File: src/pkg/aets_pkg.sv
// Constants and types for the second converter's event trigger select block.
// Assumes one peripheral clock and an AXI4-Lite register bus with 32-bit data.
package aets_pkg;

  // Register byte offsets.
  localparam logic [3:0] MUX_CTRL_OFFS = 4'h0;
  localparam logic [3:0] SRC_SEL_OFFS = 4'h4;
  localparam logic [3:0] STATUS_OFFS = 4'h8;

  // Values after reset.
  localparam logic [1:0] MUX_CTRL_RST = 2'h1;
  localparam logic [11:0] SRC_SEL_RST = 12'h000;

  // Field positions in the multiplexing control register.
  localparam int MUX_DEFAULT_BIT = 0;
  localparam int MUX_ALT_BIT = 1;

  // Field positions in the source select register.
  localparam int EVT_SEL_LSB = 0;
  localparam int EVT_EN_BIT = 3;
  localparam int G1_SEL_LSB = 4;
  localparam int G1_EN_BIT = 7;
  localparam int G2_SEL_LSB = 8;
  localparam int G2_EN_BIT = 11;

  // Field positions in the status register.
  localparam int STAT_ALT_BIT = 0;
  localparam int STAT_TRIG_LSB = 4;

  // Timer channel taps of the default hookup.
  localparam int DEF_T1_CH_A = 8;
  localparam int DEF_T1_CH_B = 10;
  localparam int DEF_T1_CH_C = 12;
  localparam int DEF_T1_CH_D = 14;

  // Timer channel taps of the alternate hookup.
  localparam int ALT_T2_CH_A = 5;
  localparam int ALT_T1_CH_B = 27;
  localparam int ALT_T1_CH_C = 17;
  localparam int ALT_T1_CH_D = 19;
  localparam int ALT_T1_CH_E = 11;
  localparam int ALT_T2_CH_F = 13;

  // Source select codes.
  localparam logic [2:0] SRC_PIN = 3'h0;
  localparam logic [2:0] SRC_PIT = 3'h3;
  localparam logic [2:0] SRC_CODE6 = 3'h6;
  localparam logic [2:0] SRC_CODE7 = 3'h7;

  // AXI response codes.
  localparam logic [1:0] RESP_OKAY = 2'h0;
  localparam logic [1:0] RESP_SLVERR = 2'h2;

  // One conversion group's trigger configuration.
  typedef struct packed {
    logic enable;
    logic [2:0] source_sel;
  } aets_grp_cfg_t;

  // All three groups: event group, group 1, group 2.
  typedef struct packed {
    aets_grp_cfg_t group2_trigger_source_sel;
    aets_grp_cfg_t group1_trigger_source_sel;
    aets_grp_cfg_t event_group_trigger_source_sel;
  } aets_src_sel_t;

endpackage

File: src/rtl/aets_trigger_select.sv
// Event trigger selection for the second converter's three conversion groups.
// Assumes timer and periodic interrupt timer outputs run on i_core_clk; pin inputs
// are asynchronous and come from the output side of the pad input buffers.
//
// The register addresses and the AXI4-Lite slave port were left to the implementer.

// Operation
// - Alternate hookup: code 110 picks timer one ch 11, 111 timer two ch 13.
// - Alternate codes 000..101: pin, t2 ch5, t1 ch27, compare 0, t1 ch17, ch19.
// - Each of three groups has its own 3-bit select among eight sources.
// - Bits 0 and 1 of the mux control register choose the hookup.
// - Bit 0 set selects the default hookup regardless of bit 1.
// - Bit 0 clear and bit 1 set selects the alternate hookup.
// - Event pin is taken after the pad input buffer, input or output use.
// - Timer sources are tapped at the timer boundary, before pad output buffers.
// - Compare 0 comes straight from the timer module, not the processor interrupt.
module aets_trigger_select
  import aets_pkg::*;
#(
  parameter int T1_CH = 32,
  parameter int T2_CH = 20
)
(
  // Clock and reset.
  input wire logic i_core_clk,
  input wire logic i_resetn,
  // AXI4-Lite write address and data.
  input wire logic i_awvalid,
  output logic o_awready,
  input wire logic [3:0] i_awaddr,
  input wire logic i_wvalid,
  output logic o_wready,
  input wire logic [31:0] i_wdata,
  input wire logic [3:0] i_wstrb,
  // AXI4-Lite write response.
  output logic o_bvalid,
  input wire logic i_bready,
  output logic [1:0] o_bresp,
  // AXI4-Lite read.
  input wire logic i_arvalid,
  output logic o_arready,
  input wire logic [3:0] i_araddr,
  output logic o_rvalid,
  input wire logic i_rready,
  output logic [31:0] o_rdata,
  output logic [1:0] o_rresp,
  // Trigger sources.
  input wire logic i_converter2_event_pin,
  input wire logic [1:0] i_gpio_b_pin,
  input wire logic [T1_CH-1:0] i_timer_module_one,
  input wire logic [T2_CH-1:0] i_timer_module_two,
  input wire logic i_pit_compare0,
  // Triggers to the converter and hookup state.
  output logic o_event_group_trig,
  output logic o_group1_trig,
  output logic o_group2_trig,
  output logic o_alt_hookup
);

  function automatic logic pick(input logic [2:0] code, input logic [7:0] srcs);
    pick = srcs[code];
  endfunction

  function automatic logic [1:0] resp_for(input logic [3:0] addr);
    resp_for = (addr == MUX_CTRL_OFFS || addr == SRC_SEL_OFFS || addr == STATUS_OFFS)
      ? RESP_OKAY : RESP_SLVERR;
  endfunction

  logic [1:0] pin_sync_ff, nxt_pin_sync;
  logic [1:0] gio_s0_ff, nxt_gio_s0;
  logic [1:0] gio_s1_ff, nxt_gio_s1;
  logic [1:0] mux_ctrl_ff, nxt_mux_ctrl;
  aets_src_sel_t src_sel_ff, nxt_src_sel;
  logic aw_got_ff, nxt_aw_got;
  logic w_got_ff, nxt_w_got;
  logic [3:0] waddr_ff, nxt_waddr;
  logic [31:0] wdata_ff, nxt_wdata;
  logic [3:0] wstrb_ff, nxt_wstrb;
  logic bvalid_ff, nxt_bvalid;
  logic [1:0] bresp_ff, nxt_bresp;
  logic rvalid_ff, nxt_rvalid;
  logic [31:0] rdata_ff, nxt_rdata;
  logic [1:0] rresp_ff, nxt_rresp;
  logic [2:0] trig_ff, nxt_trig;
  logic alt_ff, nxt_alt;
  logic alt_sel;
  logic [7:0] def_srcs;
  logic [7:0] alt_srcs;
  logic [7:0] srcs;
  logic [11:0] sel_flat;
  logic [31:0] rd_word;

  // Pad inputs pass two flip-flops before anything reads them.
  always_comb
  begin
    nxt_pin_sync = {pin_sync_ff[0], i_converter2_event_pin};
    nxt_gio_s0 = i_gpio_b_pin;
    nxt_gio_s1 = gio_s0_ff;
  end

  always_ff @(posedge i_core_clk or negedge i_resetn)
  begin
    if (!i_resetn)
    begin
      pin_sync_ff <= 2'h0;
      gio_s0_ff <= 2'h0;
      gio_s1_ff <= 2'h0;
    end
    else
    begin
      pin_sync_ff <= nxt_pin_sync;
      gio_s0_ff <= nxt_gio_s0;
      gio_s1_ff <= nxt_gio_s1;
    end
  end

  // Hookup choice; bit 0 wins, and both bits clear fall back to the default.
  always_comb
  begin
    alt_sel = !mux_ctrl_ff[MUX_DEFAULT_BIT] &&
      mux_ctrl_ff[MUX_ALT_BIT];
  end

  // Source tables in code order. Timer taps are the module outputs themselves.
  always_comb
  begin
    def_srcs = {gio_s1_ff[1], gio_s1_ff[0], i_timer_module_one[DEF_T1_CH_D],
                i_timer_module_one[DEF_T1_CH_C], i_pit_compare0,
                i_timer_module_one[DEF_T1_CH_B], i_timer_module_one[DEF_T1_CH_A],
                pin_sync_ff[1]};
    alt_srcs = {i_timer_module_two[ALT_T2_CH_F], i_timer_module_one[ALT_T1_CH_E],
                i_timer_module_one[ALT_T1_CH_D], i_timer_module_one[ALT_T1_CH_C],
                i_pit_compare0, i_timer_module_one[ALT_T1_CH_B],
                i_timer_module_two[ALT_T2_CH_A], pin_sync_ff[1]};
    srcs = alt_sel ? alt_srcs : def_srcs;
  end

  // Each group keeps its own select and enable.
  always_comb
  begin
    nxt_trig[0] = src_sel_ff.event_group_trigger_source_sel.enable &&
      pick(src_sel_ff.event_group_trigger_source_sel.source_sel, srcs);
    nxt_trig[1] = src_sel_ff.group1_trigger_source_sel.enable &&
      pick(src_sel_ff.group1_trigger_source_sel.source_sel, srcs);
    nxt_trig[2] = src_sel_ff.group2_trigger_source_sel.enable &&
      pick(src_sel_ff.group2_trigger_source_sel.source_sel, srcs);
    nxt_alt = alt_sel;
  end

  always_ff @(posedge i_core_clk or negedge i_resetn)
  begin
    if (!i_resetn)
    begin
      trig_ff <= 3'h0;
      alt_ff <= 1'b0;
    end
    else
    begin
      trig_ff <= nxt_trig;
      alt_ff <= nxt_alt;
    end
  end

  assign o_event_group_trig = trig_ff[0];
  assign o_group1_trig = trig_ff[1];
  assign o_group2_trig = trig_ff[2];
  assign o_alt_hookup = alt_ff;

  // Bus slave: address and data are taken in either order, then one response.
  assign o_awready = !aw_got_ff && !bvalid_ff;
  assign o_wready = !w_got_ff && !bvalid_ff;
  assign o_arready = !rvalid_ff;
  assign o_bvalid = bvalid_ff;
  assign o_bresp = bresp_ff;
  assign o_rvalid = rvalid_ff;
  assign o_rdata = rdata_ff;
  assign o_rresp = rresp_ff;

  always_comb
  begin
    sel_flat = src_sel_ff;
    rd_word = 32'h0000_0000;
    unique case (i_araddr)
      MUX_CTRL_OFFS: rd_word[1:0] = mux_ctrl_ff;
      SRC_SEL_OFFS: rd_word[11:0] = sel_flat;
      STATUS_OFFS:
      begin
        rd_word[STAT_ALT_BIT] = alt_ff;
        rd_word[STAT_TRIG_LSB +: 3] = trig_ff;
      end
      default: rd_word = 32'h0000_0000;
    endcase
  end

  always_comb
  begin
    nxt_aw_got = aw_got_ff;
    nxt_w_got = w_got_ff;
    nxt_waddr = waddr_ff;
    nxt_wdata = wdata_ff;
    nxt_wstrb = wstrb_ff;
    nxt_bvalid = bvalid_ff;
    nxt_bresp = bresp_ff;
    nxt_mux_ctrl = mux_ctrl_ff;
    nxt_src_sel = src_sel_ff;
    nxt_rvalid = rvalid_ff;
    nxt_rdata = rdata_ff;
    nxt_rresp = rresp_ff;
    if (i_awvalid && o_awready)
    begin
      nxt_aw_got = 1'b1;
      nxt_waddr = i_awaddr;
    end
    if (i_wvalid && o_wready)
    begin
      nxt_w_got = 1'b1;
      nxt_wdata = i_wdata;
      nxt_wstrb = i_wstrb;
    end
    if (aw_got_ff && w_got_ff)
    begin
      nxt_aw_got = 1'b0;
      nxt_w_got = 1'b0;
      nxt_bvalid = 1'b1;
      nxt_bresp = resp_for(waddr_ff);
      if (waddr_ff == MUX_CTRL_OFFS && wstrb_ff[0])
        nxt_mux_ctrl = wdata_ff[1:0];
      if (waddr_ff == SRC_SEL_OFFS)
      begin
        if (wstrb_ff[0])
          nxt_src_sel[7:0] = wdata_ff[7:0];
        if (wstrb_ff[1])
          nxt_src_sel[11:8] = wdata_ff[11:8];
      end
    end
    if (bvalid_ff && i_bready)
      nxt_bvalid = 1'b0;
    if (i_arvalid && o_arready)
    begin
      nxt_rvalid = 1'b1;
      nxt_rdata = rd_word;
      nxt_rresp = resp_for(i_araddr);
    end
    else if (rvalid_ff && i_rready)
      nxt_rvalid = 1'b0;
  end

  always_ff @(posedge i_core_clk or negedge i_resetn)
  begin
    if (!i_resetn)
    begin
      aw_got_ff <= 1'b0;
      w_got_ff <= 1'b0;
      waddr_ff <= 4'h0;
      wdata_ff <= 32'h0000_0000;
      wstrb_ff <= 4'h0;
      bvalid_ff <= 1'b0;
      bresp_ff <= RESP_OKAY;
      mux_ctrl_ff <= MUX_CTRL_RST;
      src_sel_ff <= SRC_SEL_RST;
      rvalid_ff <= 1'b0;
      rdata_ff <= 32'h0000_0000;
      rresp_ff <= RESP_OKAY;
    end
    else
    begin
      aw_got_ff <= nxt_aw_got;
      w_got_ff <= nxt_w_got;
      waddr_ff <= nxt_waddr;
      wdata_ff <= nxt_wdata;
      wstrb_ff <= nxt_wstrb;
      bvalid_ff <= nxt_bvalid;
      bresp_ff <= nxt_bresp;
      mux_ctrl_ff <= nxt_mux_ctrl;
      src_sel_ff <= nxt_src_sel;
      rvalid_ff <= nxt_rvalid;
      rdata_ff <= nxt_rdata;
      rresp_ff <= nxt_rresp;
    end
  end

  a_alt_code_six: assert property (
    @(posedge i_core_clk) disable iff (!i_resetn)
    (alt_sel && src_sel_ff.group1_trigger_source_sel == {1'b1, SRC_CODE6})
    |=> o_group1_trig == $past(i_timer_module_one[ALT_T1_CH_E]))
    else $error("Alternate code 6 does not follow timer one channel 11.");

  a_alt_code_seven: assert property (
    @(posedge i_core_clk) disable iff (!i_resetn)
    (alt_sel && src_sel_ff.group2_trigger_source_sel == {1'b1, SRC_CODE7})
    |=> o_group2_trig == $past(i_timer_module_two[ALT_T2_CH_F]))
    else $error("Alternate code 7 does not follow timer two channel 13.");

  a_alt_code_one: assert property (
    @(posedge i_core_clk) disable iff (!i_resetn)
    (alt_sel && src_sel_ff.event_group_trigger_source_sel == 4'h9)
    |=> o_event_group_trig == $past(i_timer_module_two[ALT_T2_CH_A]))
    else $error("Alternate code 1 does not follow timer two channel 5.");

  a_group_disabled: assert property (
    @(posedge i_core_clk) disable iff (!i_resetn)
    !src_sel_ff.group1_trigger_source_sel.enable |=> !o_group1_trig)
    else $error("Disabled group 1 raised a trigger.");

  a_mux_write_hookup: assert property (
    @(posedge i_core_clk) disable iff (!i_resetn)
    (aw_got_ff && w_got_ff && waddr_ff == MUX_CTRL_OFFS && wstrb_ff[0] && wdata_ff[1:0] == 2'h2)
    |=> ##1 o_alt_hookup)
    else $error("Writing 2 to mux control did not select the alternate hookup.");

  a_default_wins: assert property (
    @(posedge i_core_clk) disable iff (!i_resetn)
    mux_ctrl_ff[MUX_DEFAULT_BIT] |=> !o_alt_hookup)
    else $error("Alternate hookup active with default bit set.");

  a_alt_chosen: assert property (
    @(posedge i_core_clk) disable iff (!i_resetn)
    (mux_ctrl_ff == 2'h2) |=> o_alt_hookup)
    else $error("Alternate hookup not active for mux value 2.");

  a_pin_trigger: assert property (
    @(posedge i_core_clk) disable iff (!i_resetn)
    (src_sel_ff.event_group_trigger_source_sel == {1'b1, SRC_PIN} && i_converter2_event_pin)
    [*4] |-> o_event_group_trig)
    else $error("Held event pin did not trigger within three cycles.");

  a_pit_trigger: assert property (
    @(posedge i_core_clk) disable iff (!i_resetn)
    (src_sel_ff.group2_trigger_source_sel == {1'b1, SRC_PIT})
    |=> o_group2_trig == $past(i_pit_compare0))
    else $error("Compare 0 trigger not passed to group 2.");

  a_fallback_default: assert property (
    @(posedge i_core_clk) disable iff (!i_resetn)
    (mux_ctrl_ff == 2'h0 && src_sel_ff.group1_trigger_source_sel == 4'h9)
    |=> o_group1_trig == $past(i_timer_module_one[DEF_T1_CH_A]))
    else $error("Both mux bits clear did not fall back to the default hookup.");

endmodule

File: config.mk
export PLATFORM = sky130hd
export DESIGN_NAME = aets_trigger_select
export DESIGN_NICKNAME = d
export VERILOG_FILES = /design/src/pkg/aets_pkg.sv /design/src/rtl/aets_trigger_select.sv
export SDC_FILE = /design/constraint.sdc
export NUM_CORES = 1
export LEC_CHECK = 0
export BUFFER_PORTS_ARGS = -buffer_cell sky130_fd_sc_hd__buf_2
export CAP_MARGIN = 20
export CORE_UTILIZATION = 40
export CTS_CLUSTER_DIAMETER = 200
export CTS_CLUSTER_SIZE = 30
export DETAILED_ROUTE_END_ITERATION = 7
export PLACE_DENSITY = 0.76
export SLEW_MARGIN = 20
export SYNTH_ARGS = -nofsm -noshare
export SYNTH_HDL_FRONTEND = slang
export SYNTH_SLANG_ARGS = --single-unit
File: constraint.sdc
create_clock -name i_core_clk -period 2.24 [get_ports i_core_clk]
set_clock_uncertainty 0.05 [all_clocks]
set_input_delay 0.448 -clock i_core_clk [delete_from_list [all_inputs] [get_ports i_core_clk]]
set_output_delay 0.448 -clock i_core_clk [all_outputs]
set_load 0.02 [all_outputs]
Word-level counts from Yosys, hierarchy flattened. Cells that the tools add are included.

Output and inout bits: 45. Logic and storage cells: 82. Register bits after elaboration: 62. Bits of input ports: 107.

Magnitude comparators: 3. Multiplexer cells: 22. Equal/unequal tests: 4. Reductions and logical operators: 31.

Operators by type and width (count): logical AND 1 bit (13); < comparator 3 x 4 -> 1 bit (second input constant) (3); two-way mux 1 bit (11); binary-select mux 1 bit (select 3 bit) (3); equality test 4 x 3 -> 1 bit (second input constant) (2); equality test 4 bit (second input constant) (2); logical NOT 4 bit (2); two-way mux 8 bit (1); nonzero test 2 bit (4); two-way mux 2 bit (3); one-hot mux 3 bit (2 select lines) (1); AND reduction 3 bit (2); logical NOT 1 bit (5); two-way mux 5 bit (1); logical OR 1 bit (4); one-hot mux 1 bit (3 select lines) (1); one-hot mux 1 bit (2 select lines) (1); AND reduction 2 bit (1).

Depth between registers and ports, before layout. Gate-level depths: netlist of the first run.

Depth after elaboration: 6. Gate-level depth with buffers: 7. Depth with buffers taken out: 5.

Worst setup path before layout of the first run. No wires, ideal clock.

Kind: reg-to-reg. From: reg mux_ctrl_ff[0]. To: reg trig_ff[0]. Required time: 2071 ps. Library setup time: 119 ps. Period minus slack after synthesis: 2269 ps. Arrival time: 2100 ps. Path buffers: 2. Slack: -29 ps. Stages on the path, launching flop included: 8. Cells stage by stage: dfstp_2 -> buf_6 -> or2b_2 -> buf_6 -> inv_6 -> mux4_1 -> mux4_2 -> and2_1.

Longest elaborated chain between the ends: 6.

RTL lines: from (decl) (line aets_trigger_select.sv:72) `logic [1:0] mux_ctrl_ff, nxt_mux_ctrl;`; from (signal assigned) (line aets_trigger_select.sv:274) `mux_ctrl_ff <= nxt_mux_ctrl;`; logical NOT 1 bit (line aets_trigger_select.sv:120) `alt_sel = !mux_ctrl_ff[MUX_DEFAULT_BIT] &&`; logical AND 1 bit (line aets_trigger_select.sv:120); net alt_sel (line aets_trigger_select.sv:86) `logic alt_sel;`; two-way mux 8 bit (line aets_trigger_select.sv:135) `srcs = alt_sel ? alt_srcs : def_srcs;`; binary-select mux 1 bit (select 3 bit) (line aets_trigger_select.sv:61) `pick = srcs[code];`; two-way mux 1 bit (implied by the code) (line aets_trigger_select.sv:61); logical AND 1 bit (line aets_trigger_select.sv:141) `nxt_trig[0] = src_sel_ff.event_group_trigger_source_sel.enable &&`; net nxt_trig[0] (line aets_trigger_select.sv:84) `logic [2:0] trig_ff, nxt_trig;`; to (signal assigned) (line aets_trigger_select.sv:159) `trig_ff <= nxt_trig;`; to (decl) (line aets_trigger_select.sv:84).

The timed path passes the listed nets, and every way through them passes these cells. The select of a mux whose other input is x is not followed. A chain may end at the register's enable or synchronous reset.

Final worst setup path of the first run. Ends and elaborated chain as after synthesis.

==> results.yml, run 1 <==
die:
  chipWidth_um: 85.89
  rows: 30
  fp.coreArea_mm2: 0.006794
  io_pins: 152
  height_of_the_die_um: 85.89
  initial_util_pct: 41.44
  area_enclosed_by_the_die_boundary_mm2: 0.007377
power:
  ir_drop_uv: 829.8
  switching_share_pct: 32.15
  comb_power_share_pct: 30.8
  p_per_area_mw_per_mm2: 1144
  cell_internal_pwr_mw: 2.604
  fraction_of_power_consumed_by_the_clock_network_pct: 23.8
  power.sequential.fraction_pct: 45.5
  total_switching_power_mw: 1.234
  power.leakage_nw: 1.611
clocking:
  cts_post_setup_buffers_inserted: 0
  holdBufCountCts: 0
  clock_sink_count: 60
  cts_buffers: 9
  source_to_sink_clock_delay_at_the_later_pin_of_the_worst_skew_pair_ns: 0.34
  clkSlewWorstSetupHoldPaths_ns: 0.07
  buffer_type_at_the_clock_tree_root: "sky130_fd_sc_hd__clkbuf_8"
  max-clock-path-buffers: 2
  tritoncts: "yes"
  cts.repair.resized: 0
  ctsHtreeMaxLevel: 3
synthesis:
  postSynthAreaPerCell_um2: 12.51
  syn-cell-area_mm2: 0.002815
  synth.largest_area_cell: "sky130_fd_sc_hd__dfrtp_1"
  yosys.cell_types.count: 31
  post_synth_and_or_nand_nor_area_fraction_pct: 9.600
  yosys-top-cells-area: "sky130_fd_sc_hd__dfrtp_1 (52%), sky130_fd_sc_hd__mux2_2 (13%), sky130_fd_sc_hd__buf_4 (5.9%)"
  ys_async_sr_fraction_pct: 100.0
  synthXorXnorAreaFrac_pct: 0
  synth_cells: 225
  synth_edf_count: 0
  netlist.area_leader.share_pct: 52.44
  post_synthesis_compound_gate_area_fraction_pct: 6.578
  share_of_cell_area_taken_by_muxes_after_synthesis_pct: 21.33
  synth.yosys.seq_area_share_pct: 53.38
  synth_fa_ha_area_share_pct: 0
  main_combinational_cell_family_by_area_after_synthesis: "multiplexers"
  ys_seq_elements: 60
  synthesis.yosys.warnings: 0
  synthFlopType: "sky130_fd_sc_hd__dfrtp_1"
cells_and_area:
  syn_to_final_growth_pct: 19.20
  num-nets-final: 401
  utilization_pct: 49.39
  post_route_cells_drive_above_1_share_pct: 42.62
  fillerInstances: 637
  antenna_cells_inserted: 0
  post-route-cell-area_mm2: 0.003356
  final-instance-count-excl-fill: 394
placement:
  finalWeightedCongestion: 0.8492
  place_area_mm2: 0.003174
  port_buffers: 65
  detailedPlace.worstSlack_ns: 0.07849
  dpl.hpwl_um: 3932
  placedCellCount: 379
setup_path:
  critPathCaptureType: "flop"
  cp-start-kind: "flop"
  type_of_the_worst_setup_path: "reg2reg"
  arrival_ns: 2.34
  critical_path.max_fanout: 7
  worst-endpoint-required_ns: 2.42
timing:
  final_max_slew_viol_count: 0
  tightestPinTransition_ns: 0.7081
  slew_headroom_pct: 52.68
  final_critical_path_setup_slack_ns: 0.07796
  rsz_0062_raised_after_global_routing: "false"
  setup_viol: 0
  final.min_clock_period_ns: 2.162
  final_min_period_over_clock_period_pct: 96.52
  timing_hold_violations_final: 0
  fmax_mhz: 462.5
grt:
  track_usage_pct: 16.36
  grt_pass1_vias: 1859
  grt_overflow_total: 0
  wire_length_of_the_first_global_routing_pass_um: 9018
  antenna_found_initial: 0
  grt_max_degree: 61
outcome:
  outcome: "complete, no violations"
routing:
  per_cell_routed_wire_length_um: 13.33
  via_count: 1886
  vias_per_cell: 4.787
  dr.first_iter.drc_count: 134
  detail-route-antenna-nets: 0
  finalWirelength_um: 5253
  drt_pass1_iterations: 5
  drcViolationCount: 0
worst_hold_path:
  hold_class: "in2async"
job:
  cap_violations: 0
-- cell usage after synthesis, types with 2 or more instances --
library cell,instances
sky130_fd_sc_hd__nand2_1,23
sky130_fd_sc_hd__dfrtp_1,59
sky130_fd_sc_hd__nor4b_1,5
sky130_fd_sc_hd__a221oi_1,3
sky130_fd_sc_hd__nor2_1,8
sky130_fd_sc_hd__and2_1,5
sky130_fd_sc_hd__mux2_2,32
sky130_fd_sc_hd__a211oi_1,2
sky130_fd_sc_hd__nor4bb_1,3
sky130_fd_sc_hd__o21ai_0,15
sky130_fd_sc_hd__buf_6,2
sky130_fd_sc_hd__mux4_2,7
sky130_fd_sc_hd__clkbuf_1,10
sky130_fd_sc_hd__mux2i_1,3
sky130_fd_sc_hd__nor4_1,2
sky130_fd_sc_hd__mux4_1,2
sky130_fd_sc_hd__inv_1,5
sky130_fd_sc_hd__buf_4,22
sky130_fd_sc_hd__a311oi_1,3
sky130_fd_sc_hd__a22oi_1,3
-- final cells by class --
| type | count | area, µm² | area share, % |
|---|---|---|---|
| clock inverters | 5 | 53.80 | 1.603 |
| flip-flops and latches | 60 | 1503 | 44.78 |
| clock buffers | 10 | 127.6 | 3.803 |
| repair buffers | 71 | 382.9 | 11.41 |
| multi-input cells | 146 | 1139 | 33.93 |
| well taps | 96 | 120.1 | 3.579 |
| inverters | 6 | 30.03 | 0.8949 |
-- path summary, 6_finish.rpt --
kind | from | endpoint | cells past startpoint | slack, ns
setup / recovery | mux_ctrl_ff[0] | trig_ff[0] | 5 | 0.08
min in group i_core_clk | i_gpio_b_pin[0] | gio_s0_ff[0] | 1 | 0.17
setup reg to reg | mux_ctrl_ff[0] | trig_ff[0] | 5 | 0.08
hold reg to reg | gio_s0_ff[1] | gio_s1_ff[1] | 0 | 0.30
hold / removal | i_resetn | wdata_ff[8] | 2 | 0.05
max in group asynchronous | i_resetn | mux_ctrl_ff[0] | 2 | 1.78
-- kinds of logic after synthesis --
family,after synthesis
flip-flops,60
AND/OR/NAND/NOR,51
multiplexers,44
buffers and inverters,40
AO/OA/AOI/OAI,29
other,1
-- cells in the final DEF, fill, tap and decap left out, drive strengths merged --
cell type	instances
a22oi	3
or4	1
clkbuf	10
a221oi	3
nor2	8
inv	6
and2	5
nor4bb	3
nor4	2
a21o	1
nand3	1
and3	1
buf	71
dfstp	1
or2b	1
o21bai	1
bufinv	1
nand2	23
mux2	32
a311oi	3
a211oi	2
dfrtp	59
nor4b	5
a21oi	1
and3b	1
mux2i	3
o21ai	15
clkinv	4
conb	22
mux4	9
-- through the flow --
stage / power [mW] / hold slack [ns] / setup TNS [ns]
floorplan: 2.643 / 0.1024 / -0.03836
global placement: 2.905 / 0.2850 / 0
detailed placement: 2.956 / 0.2855 / 0
CTS: 3.873 / 0.05825 / 0
global route: 4.089 / 0.06102 / 0
finish: 3.838 / 0.05184 / 0
-- layer usage --
metal	share of wire [%]	vias up	wire (µm)	track usage, %
li1	-	894	-	-
met1	45	906	2375	21.46
met2	46	77	2421	24.31
met3	7.2	9	377	5.679
met4	1.5	0	79	7.879
met5	0	-	0	0
-- flip-flops by register name, summed over array words and instances (netlist names), 2 cells and up --
| signal | count |
|---|---|
| o_rdata | 12 |
| sel_flat | 12 |
| wdata_ff | 12 |
| waddr_ff | 4 |
| trig_ff | 3 |
| gio_s0_ff | 2 |
| gio_s1_ff | 2 |
| mux_ctrl_ff | 2 |
| pin_sync_ff | 2 |
| wstrb_ff | 2 |
-- power by group through the flow --
stage / clock network [mW] / registers [mW] / logic [mW]
global route: 0.989 / 1.81 / 1.29
global placement: 0 / 1.75 / 1.15
detailed placement: 0 / 1.76 / 1.19
finish: 0.912 / 1.75 / 1.18
CTS: 0.934 / 1.75 / 1.19
floorplan: 0 / 1.70 / 0.943
-- critical path, cell delays in order, from the launching register on --
cell and delay (ns):
sky130_fd_sc_hd__dfstp_2 0.37, sky130_fd_sc_hd__or2b_2 0.34, sky130_fd_sc_hd__inv_8 0.10, sky130_fd_sc_hd__mux4_1 0.55
sky130_fd_sc_hd__mux4_2 0.48, sky130_fd_sc_hd__and2_1 0.17
Power figures use the tool's default switching activity.
==> run 2, diff against run 1 <==
--- a/config.mk
+++ b/config.mk
@@ -11,6 +11,7 @@
 export CTS_CLUSTER_DIAMETER = 200
 export CTS_CLUSTER_SIZE = 30
 export DETAILED_ROUTE_END_ITERATION = 7
+export HOLD_SLACK_MARGIN = 0.15
 export PLACE_DENSITY = 0.76
 export SLEW_MARGIN = 20
 export SYNTH_ARGS = -nofsm -noshare
==> results.yml, run 2 (synthesized netlist as in run 1, its figures left out) <==
routing:
  drcViolationCount: 0
  dr.first_iter.drc_count: 139
  detail-route-antenna-nets: 0
  vias_per_cell: 4.758
  per_cell_routed_wire_length_um: 13.32
  drt_pass1_iterations: 4
  via_count: 1889
  finalWirelength_um: 5289
setup_path:
  arrival_ns: 2.34
  max_stage_delay_ns: 0.55
  critPathCaptureType: "flop"
  reg2reg_depth: 5
  cp-start-kind: "flop"
  type_of_the_worst_setup_path: "reg2reg"
  critical_path.reg2reg.startpoint: "mux_ctrl_ff[0]"
  timing.rr.end: "trig_ff[0]"
  worst-endpoint-required_ns: 2.42
  crit_chain: "or2b_2 > inv_8 > mux4_1 > mux4_2 > and2_1"
  critical_path.max_fanout: 7
  slowest_stage: "sky130_fd_sc_hd__mux4_1"
  reg2reg_setup_slack_ns: 0.08
timing:
  final.min_clock_period_ns: 2.162
  final_min_period_over_clock_period_pct: 96.50
  worst_hold_slack_ns: 0.1713
  fmax_mhz: 462.6
  tightestPinTransition_ns: 0.7085
  rsz_0062_raised_after_global_routing: "false"
  setup_viol: 0
  timing_hold_violations_final: 0
  slew_headroom_pct: 52.65
  final_max_slew_viol_count: 0
die:
  initial_util_pct: 41.44
  rows: 30
  area_enclosed_by_the_die_boundary_mm2: 0.007377
  chipWidth_um: 85.89
  fp.coreArea_mm2: 0.006794
  io_pins: 152
  height_of_the_die_um: 85.89
worst_hold_path:
  startpoint_of_the_worst_hold_path: "i_gpio_b_pin[1]"
  worstHoldEndpoint: "gio_s0_ff[1]"
  hold_class: "in2reg"
  whs_path_depth: 1
clocking:
  cts_buffers: 9
  buffer_type_at_the_clock_tree_root: "sky130_fd_sc_hd__clkbuf_8"
  clock_sink_count: 60
  source_to_sink_clock_delay_at_the_later_pin_of_the_worst_skew_pair_ns: 0.34
  max-clock-path-buffers: 2
  ctsHtreeMaxLevel: 3
  cts_post_setup_buffers_inserted: 0
  tritoncts: "yes"
  clkSlewWorstSetupHoldPaths_ns: 0.07
placement:
  port_buffers: 65
  dpl.hpwl_um: 3932
  place_area_mm2: 0.003174
  finalWeightedCongestion: 0.8492
cells_and_area:
  footprint_of_the_multi_input_gates_mm2: 0.001139
  layout_commonest_cell: "sky130_fd_sc_hd__buf_2"
  num-nets-final: 404
  fillerInstances: 633
  final_cell_mix: "sky130_fd_sc_hd__buf_2 (65), sky130_fd_sc_hd__dfrtp_1 (59), sky130_fd_sc_hd__mux2_2 (32)"
  post-route-cell-area_mm2: 0.003386
  register_area_mm2: 0.001503
  post_route_cells_drive_above_1_share_pct: 42.19
  antenna_cells_inserted: 0
  syn_to_final_growth_pct: 20.27
grt:
  antenna_found_initial: 0
  grt_overflow_total: 0
  track_usage_pct: 16.36
  wire_length_of_the_first_global_routing_pass_um: 9018
  grt_pass1_vias: 1859
  grt_max_degree: 61
outcome:
  outcome: "complete, no violations"
power:
  p_per_area_mw_per_mm2: 1135
  power.leakage_nw: 1.624
  ir_drop_uv: 830.2
job:
  cap_violations: 0
## run 2: cell types whose count changed in the layout (fill, tap and decap cells not counted)
| cell | change |
|---|---|
| sky130_fd_sc_hd__dlygate4sd3_1 | +3 |
## run 2: per-layer routing
| layer | track usage (%) | up-vias | wire, µm | share of wire [%] |
|---|---|---|---|---|
| met3 | 5.679 | 10 | 391 | 7.4 |
| li1 | - | 900 | - | - |
| met2 | 24.31 | 76 | 2415 | 46 |
| met5 | 0 | - | 0 | 0 |
| met1 | 21.46 | 903 | 2379 | 45 |
| met4 | 7.879 | 0 | 102 | 1.9 |
## run 2: worst max path at each step
stage                              start         end  slack (ns)  cells after the start
after floorplan           mux_ctrl_ff[0]  trig_ff[0]       -0.02                      7
after global placement    mux_ctrl_ff[0]  trig_ff[0]        0.10                      5
after detailed placement  mux_ctrl_ff[1]  trig_ff[2]        0.08                      5
after CTS                 mux_ctrl_ff[1]  trig_ff[2]        0.07                      5
after global routing      mux_ctrl_ff[0]  trig_ff[2]        0.02                      5
final                     mux_ctrl_ff[0]  trig_ff[0]        0.08                      5
## run 2: worst max-delay path: cells and delay by family (launching register included)
| family | cells | cell delay [ns] |
|---|---|---|
| buffers and inverters | 1 | 0.10 |
| muxes | 2 | 1.03 |
| DFF | 1 | 0.37 |
| and+or+nand+nor | 2 | 0.51 |
## run 2: layout make-up
class,count,share of cell area (%)
inverter,6,0.8869
sequential,60,44.38
multi-input combinational,146,33.63
timing repair buffer,74,12.20
clock buffer,10,3.769
tap,96,3.548
clock inverter,5,1.589
## run 2: metrics by stage
| stage | cells | power [mW] | setup slack, ns | util [%] | TNS (ns) |
|---|---|---|---|---|---|
| floorplan | 246 | 2.643 | -0.01918 | - | -0.03836 |
| global placement | 379 | 2.905 | 0.1000 | 46.72 | 0 |
| detailed placement | 379 | 2.956 | 0.07849 | 46.72 | 0 |
| CTS | 395 | 3.874 | 0.07376 | 49.54 | 0 |
| global route | 397 | 4.093 | 0.01929 | 49.83 | 0 |
| finish | 397 | 3.844 | 0.07837 | 49.83 | 0 |
## run 2: timing repair
| action | 4_1_cts | 5_1_grt |
|---|---|---|
| resized for setup | 0 | 0 |
| hold buffers | 1 | 2 |
| endpoints found under the setup margin | 0 | 0 |
| endpoints found under the hold margin | 59 | 2 |
## run 2: power by group
group          switching, mW  internal (mW)
Sequential             0.302           1.44
Combinational          0.526          0.660
Clock                  0.409          0.503
==> run 3, diff against run 2 <==
--- a/config.mk
+++ b/config.mk
@@ -7,12 +7,14 @@
 export LEC_CHECK = 0
 export BUFFER_PORTS_ARGS = -buffer_cell sky130_fd_sc_hd__buf_2
 export CAP_MARGIN = 20
-export CORE_UTILIZATION = 40
+export CELL_PAD_IN_SITES_DETAIL_PLACEMENT = 0
+export CELL_PAD_IN_SITES_GLOBAL_PLACEMENT = 1
+export CORE_UTILIZATION = 30
 export CTS_CLUSTER_DIAMETER = 200
 export CTS_CLUSTER_SIZE = 30
 export DETAILED_ROUTE_END_ITERATION = 7
 export HOLD_SLACK_MARGIN = 0.15
-export PLACE_DENSITY = 0.76
+export PLACE_DENSITY_LB_ADDON = 0.1
 export SLEW_MARGIN = 20
 export SYNTH_ARGS = -nofsm -noshare
 export SYNTH_HDL_FRONTEND = slang
==> results.yml, run 3 (synthesized netlist as in run 1, its figures left out) <==
outcome:
  outcome: "complete, no violations"
die:
  chipWidth_um: 98.87
  fp.coreArea_mm2: 0.008891
  initial_util_pct: 31.66
  area_enclosed_by_the_die_boundary_mm2: 0.009775
  height_of_the_die_um: 98.87
  rows: 34
  io_pins: 152
cells_and_area:
  num-nets-final: 405
  utilization_pct: 38.54
  syn_to_final_growth_pct: 21.73
  antenna_cells_inserted: 0
  final_cell_mix: "sky130_fd_sc_hd__buf_2 (65), sky130_fd_sc_hd__dfrtp_1 (59), sky130_fd_sc_hd__mux2_2 (32)"
  post_route_cells_drive_above_1_share_pct: 42.90
  footprint_of_the_multi_input_gates_mm2: 0.001139
  fillerInstances: 881
  register_area_mm2: 0.001503
  layout_commonest_cell: "sky130_fd_sc_hd__buf_2"
grt:
  wire_length_of_the_first_global_routing_pass_um: 9832
  track_usage_pct: 13.27
  grt_max_degree: 32
  grt_pass1_vias: 1897
  grt_overflow_total: 0
  antenna_found_initial: 0
worst_hold_path:
  startpoint_of_the_worst_hold_path: "i_gpio_b_pin[1]"
  hold_class: "in2reg"
power:
  ir_drop_uv: 412.3
  cell_internal_pwr_mw: 2.684
  power.sequential.fraction_pct: 44.4
  p_per_area_mw_per_mm2: 1156
  fraction_of_power_consumed_by_the_clock_network_pct: 24.8
  total_switching_power_mw: 1.279
  switching_share_pct: 32.26
  comb_power_share_pct: 30.8
  power.leakage_nw: 1.636
clocking:
  source_to_sink_clock_delay_at_the_later_pin_of_the_worst_skew_pair_ns: 0.33
  cts.repair.resized: 0
  max-clock-path-buffers: 2
  ctsHtreeMaxLevel: 3
  clock_sink_count: 60
  buffer_type_at_the_clock_tree_root: "sky130_fd_sc_hd__clkbuf_8"
  clkSlewWorstSetupHoldPaths_ns: 0.06
  cts_buffers: 9
  tritoncts: "yes"
routing:
  wl_met2_um: 2760
  detail-route-antenna-nets: 0
  finalWirelength_um: 6036
  detail_route.wirelength.met1_um: 2795
  drcViolationCount: 0
  route.top_layer_used: "met4"
  drt_pass1_iterations: 4
  per_cell_routed_wire_length_um: 14.69
  dr.first_iter.drc_count: 69
  via_count: 1890
  vias_per_cell: 4.599
  met3_routed_wl_um: 431
setup_path:
  cp-start-kind: "flop"
  critical_path.reg2reg.startpoint: "mux_ctrl_ff[0]"
  crit_chain: "or2b_2 > inv_8 > mux4_1 > mux4_2 > and2_1"
  slowest_stage: "sky130_fd_sc_hd__mux4_1"
  type_of_the_worst_setup_path: "reg2reg"
  worst-path-buf-inv: 1
  arrival_ns: 2.34
  worst-endpoint-required_ns: 2.41
  max_stage_delay_ns: 0.56
  critical-path-top-delay-family: "multiplexers"
  critPathCaptureType: "flop"
  critical_path.max_fanout: 7
  worst_setup_path_startpoint: "mux_ctrl_ff[0]"
timing:
  timing_hold_violations_final: 0
  final_min_period_over_clock_period_pct: 97.08
  final.min_clock_period_ns: 2.175
  fmax_mhz: 459.8
  tightestPinTransition_ns: 0.7221
  slew_headroom_pct: 51.74
  fin_tns_setup_ns: 0
  rsz_0062_raised_after_global_routing: "false"
  final_max_slew_viol_count: 0
  setup_viol: 0
placement:
  finalWeightedCongestion: 0.7842
  port_buffers: 65
  dpl.hpwl_um: 4547
job:
  cap_violations: 0
run 3: cell types whose count changed in the layout (fill, tap and decap cells not counted):
| cell | previous run | this run |
|---|---|---|
| sky130_fd_sc_hd__clkinv_2 | 3 | 2 |
| sky130_fd_sc_hd__clkinvlp_4 | 0 | 1 |
| sky130_fd_sc_hd__clkbuf_8 | 9 | 11 |
| sky130_fd_sc_hd__clkinv_4 | 1 | 0 |
| sky130_fd_sc_hd__buf_4 | 5 | 7 |
| sky130_fd_sc_hd__dlygate4sd3_1 | 3 | 2 |
run 3: area by class of cell:
cell class / count / share of cell area (%)
clock buffer: 12 / 4.527
clock inverter: 4 / 1.387
inverter: 6 / 0.8762
multi-input combinational: 146 / 33.22
sequential: 60 / 43.85
tap: 108 / 3.943
timing repair buffer: 75 / 12.19
run 3: routing by layer:
layer	vias to the layer above	track usage [%]
met5	-	0
met4	0	3.789
met3	6	4.965
met2	77	20.33
met1	897	17.55
li1	910	-
run 3: path summary, 6_finish.rpt:
check	cells after the start	endpoint	slack (ns)
setup / recovery	5	trig_ff[0]	0.07
hold / removal	1	gio_s0_ff[1]	0.17
setup reg to reg	5	trig_ff[0]	0.07
hold reg to reg	0	pin_sync_ff[1]	0.30
max in group asynchronous	3	mux_ctrl_ff[0]	0.95
min in group asynchronous	2	o_rresp[1]	0.57
run 3: worst reg2reg max path: cells and delay by family (launching register included):
family        cells  cell delay [ns]
mux               2             1.05
simple gates      2             0.51
flops             1             0.37
buf+inv           1             0.10
run 3: through the flow:
stage                     total power, mW  instance area, µm²  setup WS (ns)  std cells  hold WS (ns)
after CTS                           4.032                3417        0.04976        410        0.1575
after global routing                4.232                3427       0.008246        411        0.1511
after global placement              2.998                3204        0.06088        393        0.2867
final                               3.963                3427        0.06534        411        0.1720
after detailed placement            3.022                3204        0.06469        393        0.2847
after floorplan                     2.643                2897       -0.01918        246        0.1024
run 3: repair_timing:
action,CTS,global route
endpoints found under the hold margin,18,1
hold buffers,1,1
buffers inserted,0,0
run 3: power by group through the flow:
stage | clock (mW) | sequential, mW | combinational (mW)
3_5_place_dp | 0 | 1.78 | 1.24
3_3_place_gp | 0 | 1.78 | 1.22
5_1_grt | 1.08 | 1.81 | 1.34
2_1_floorplan | 0 | 1.70 | 0.943
6_report | 0.984 | 1.76 | 1.22
4_1_cts | 1.03 | 1.76 | 1.24
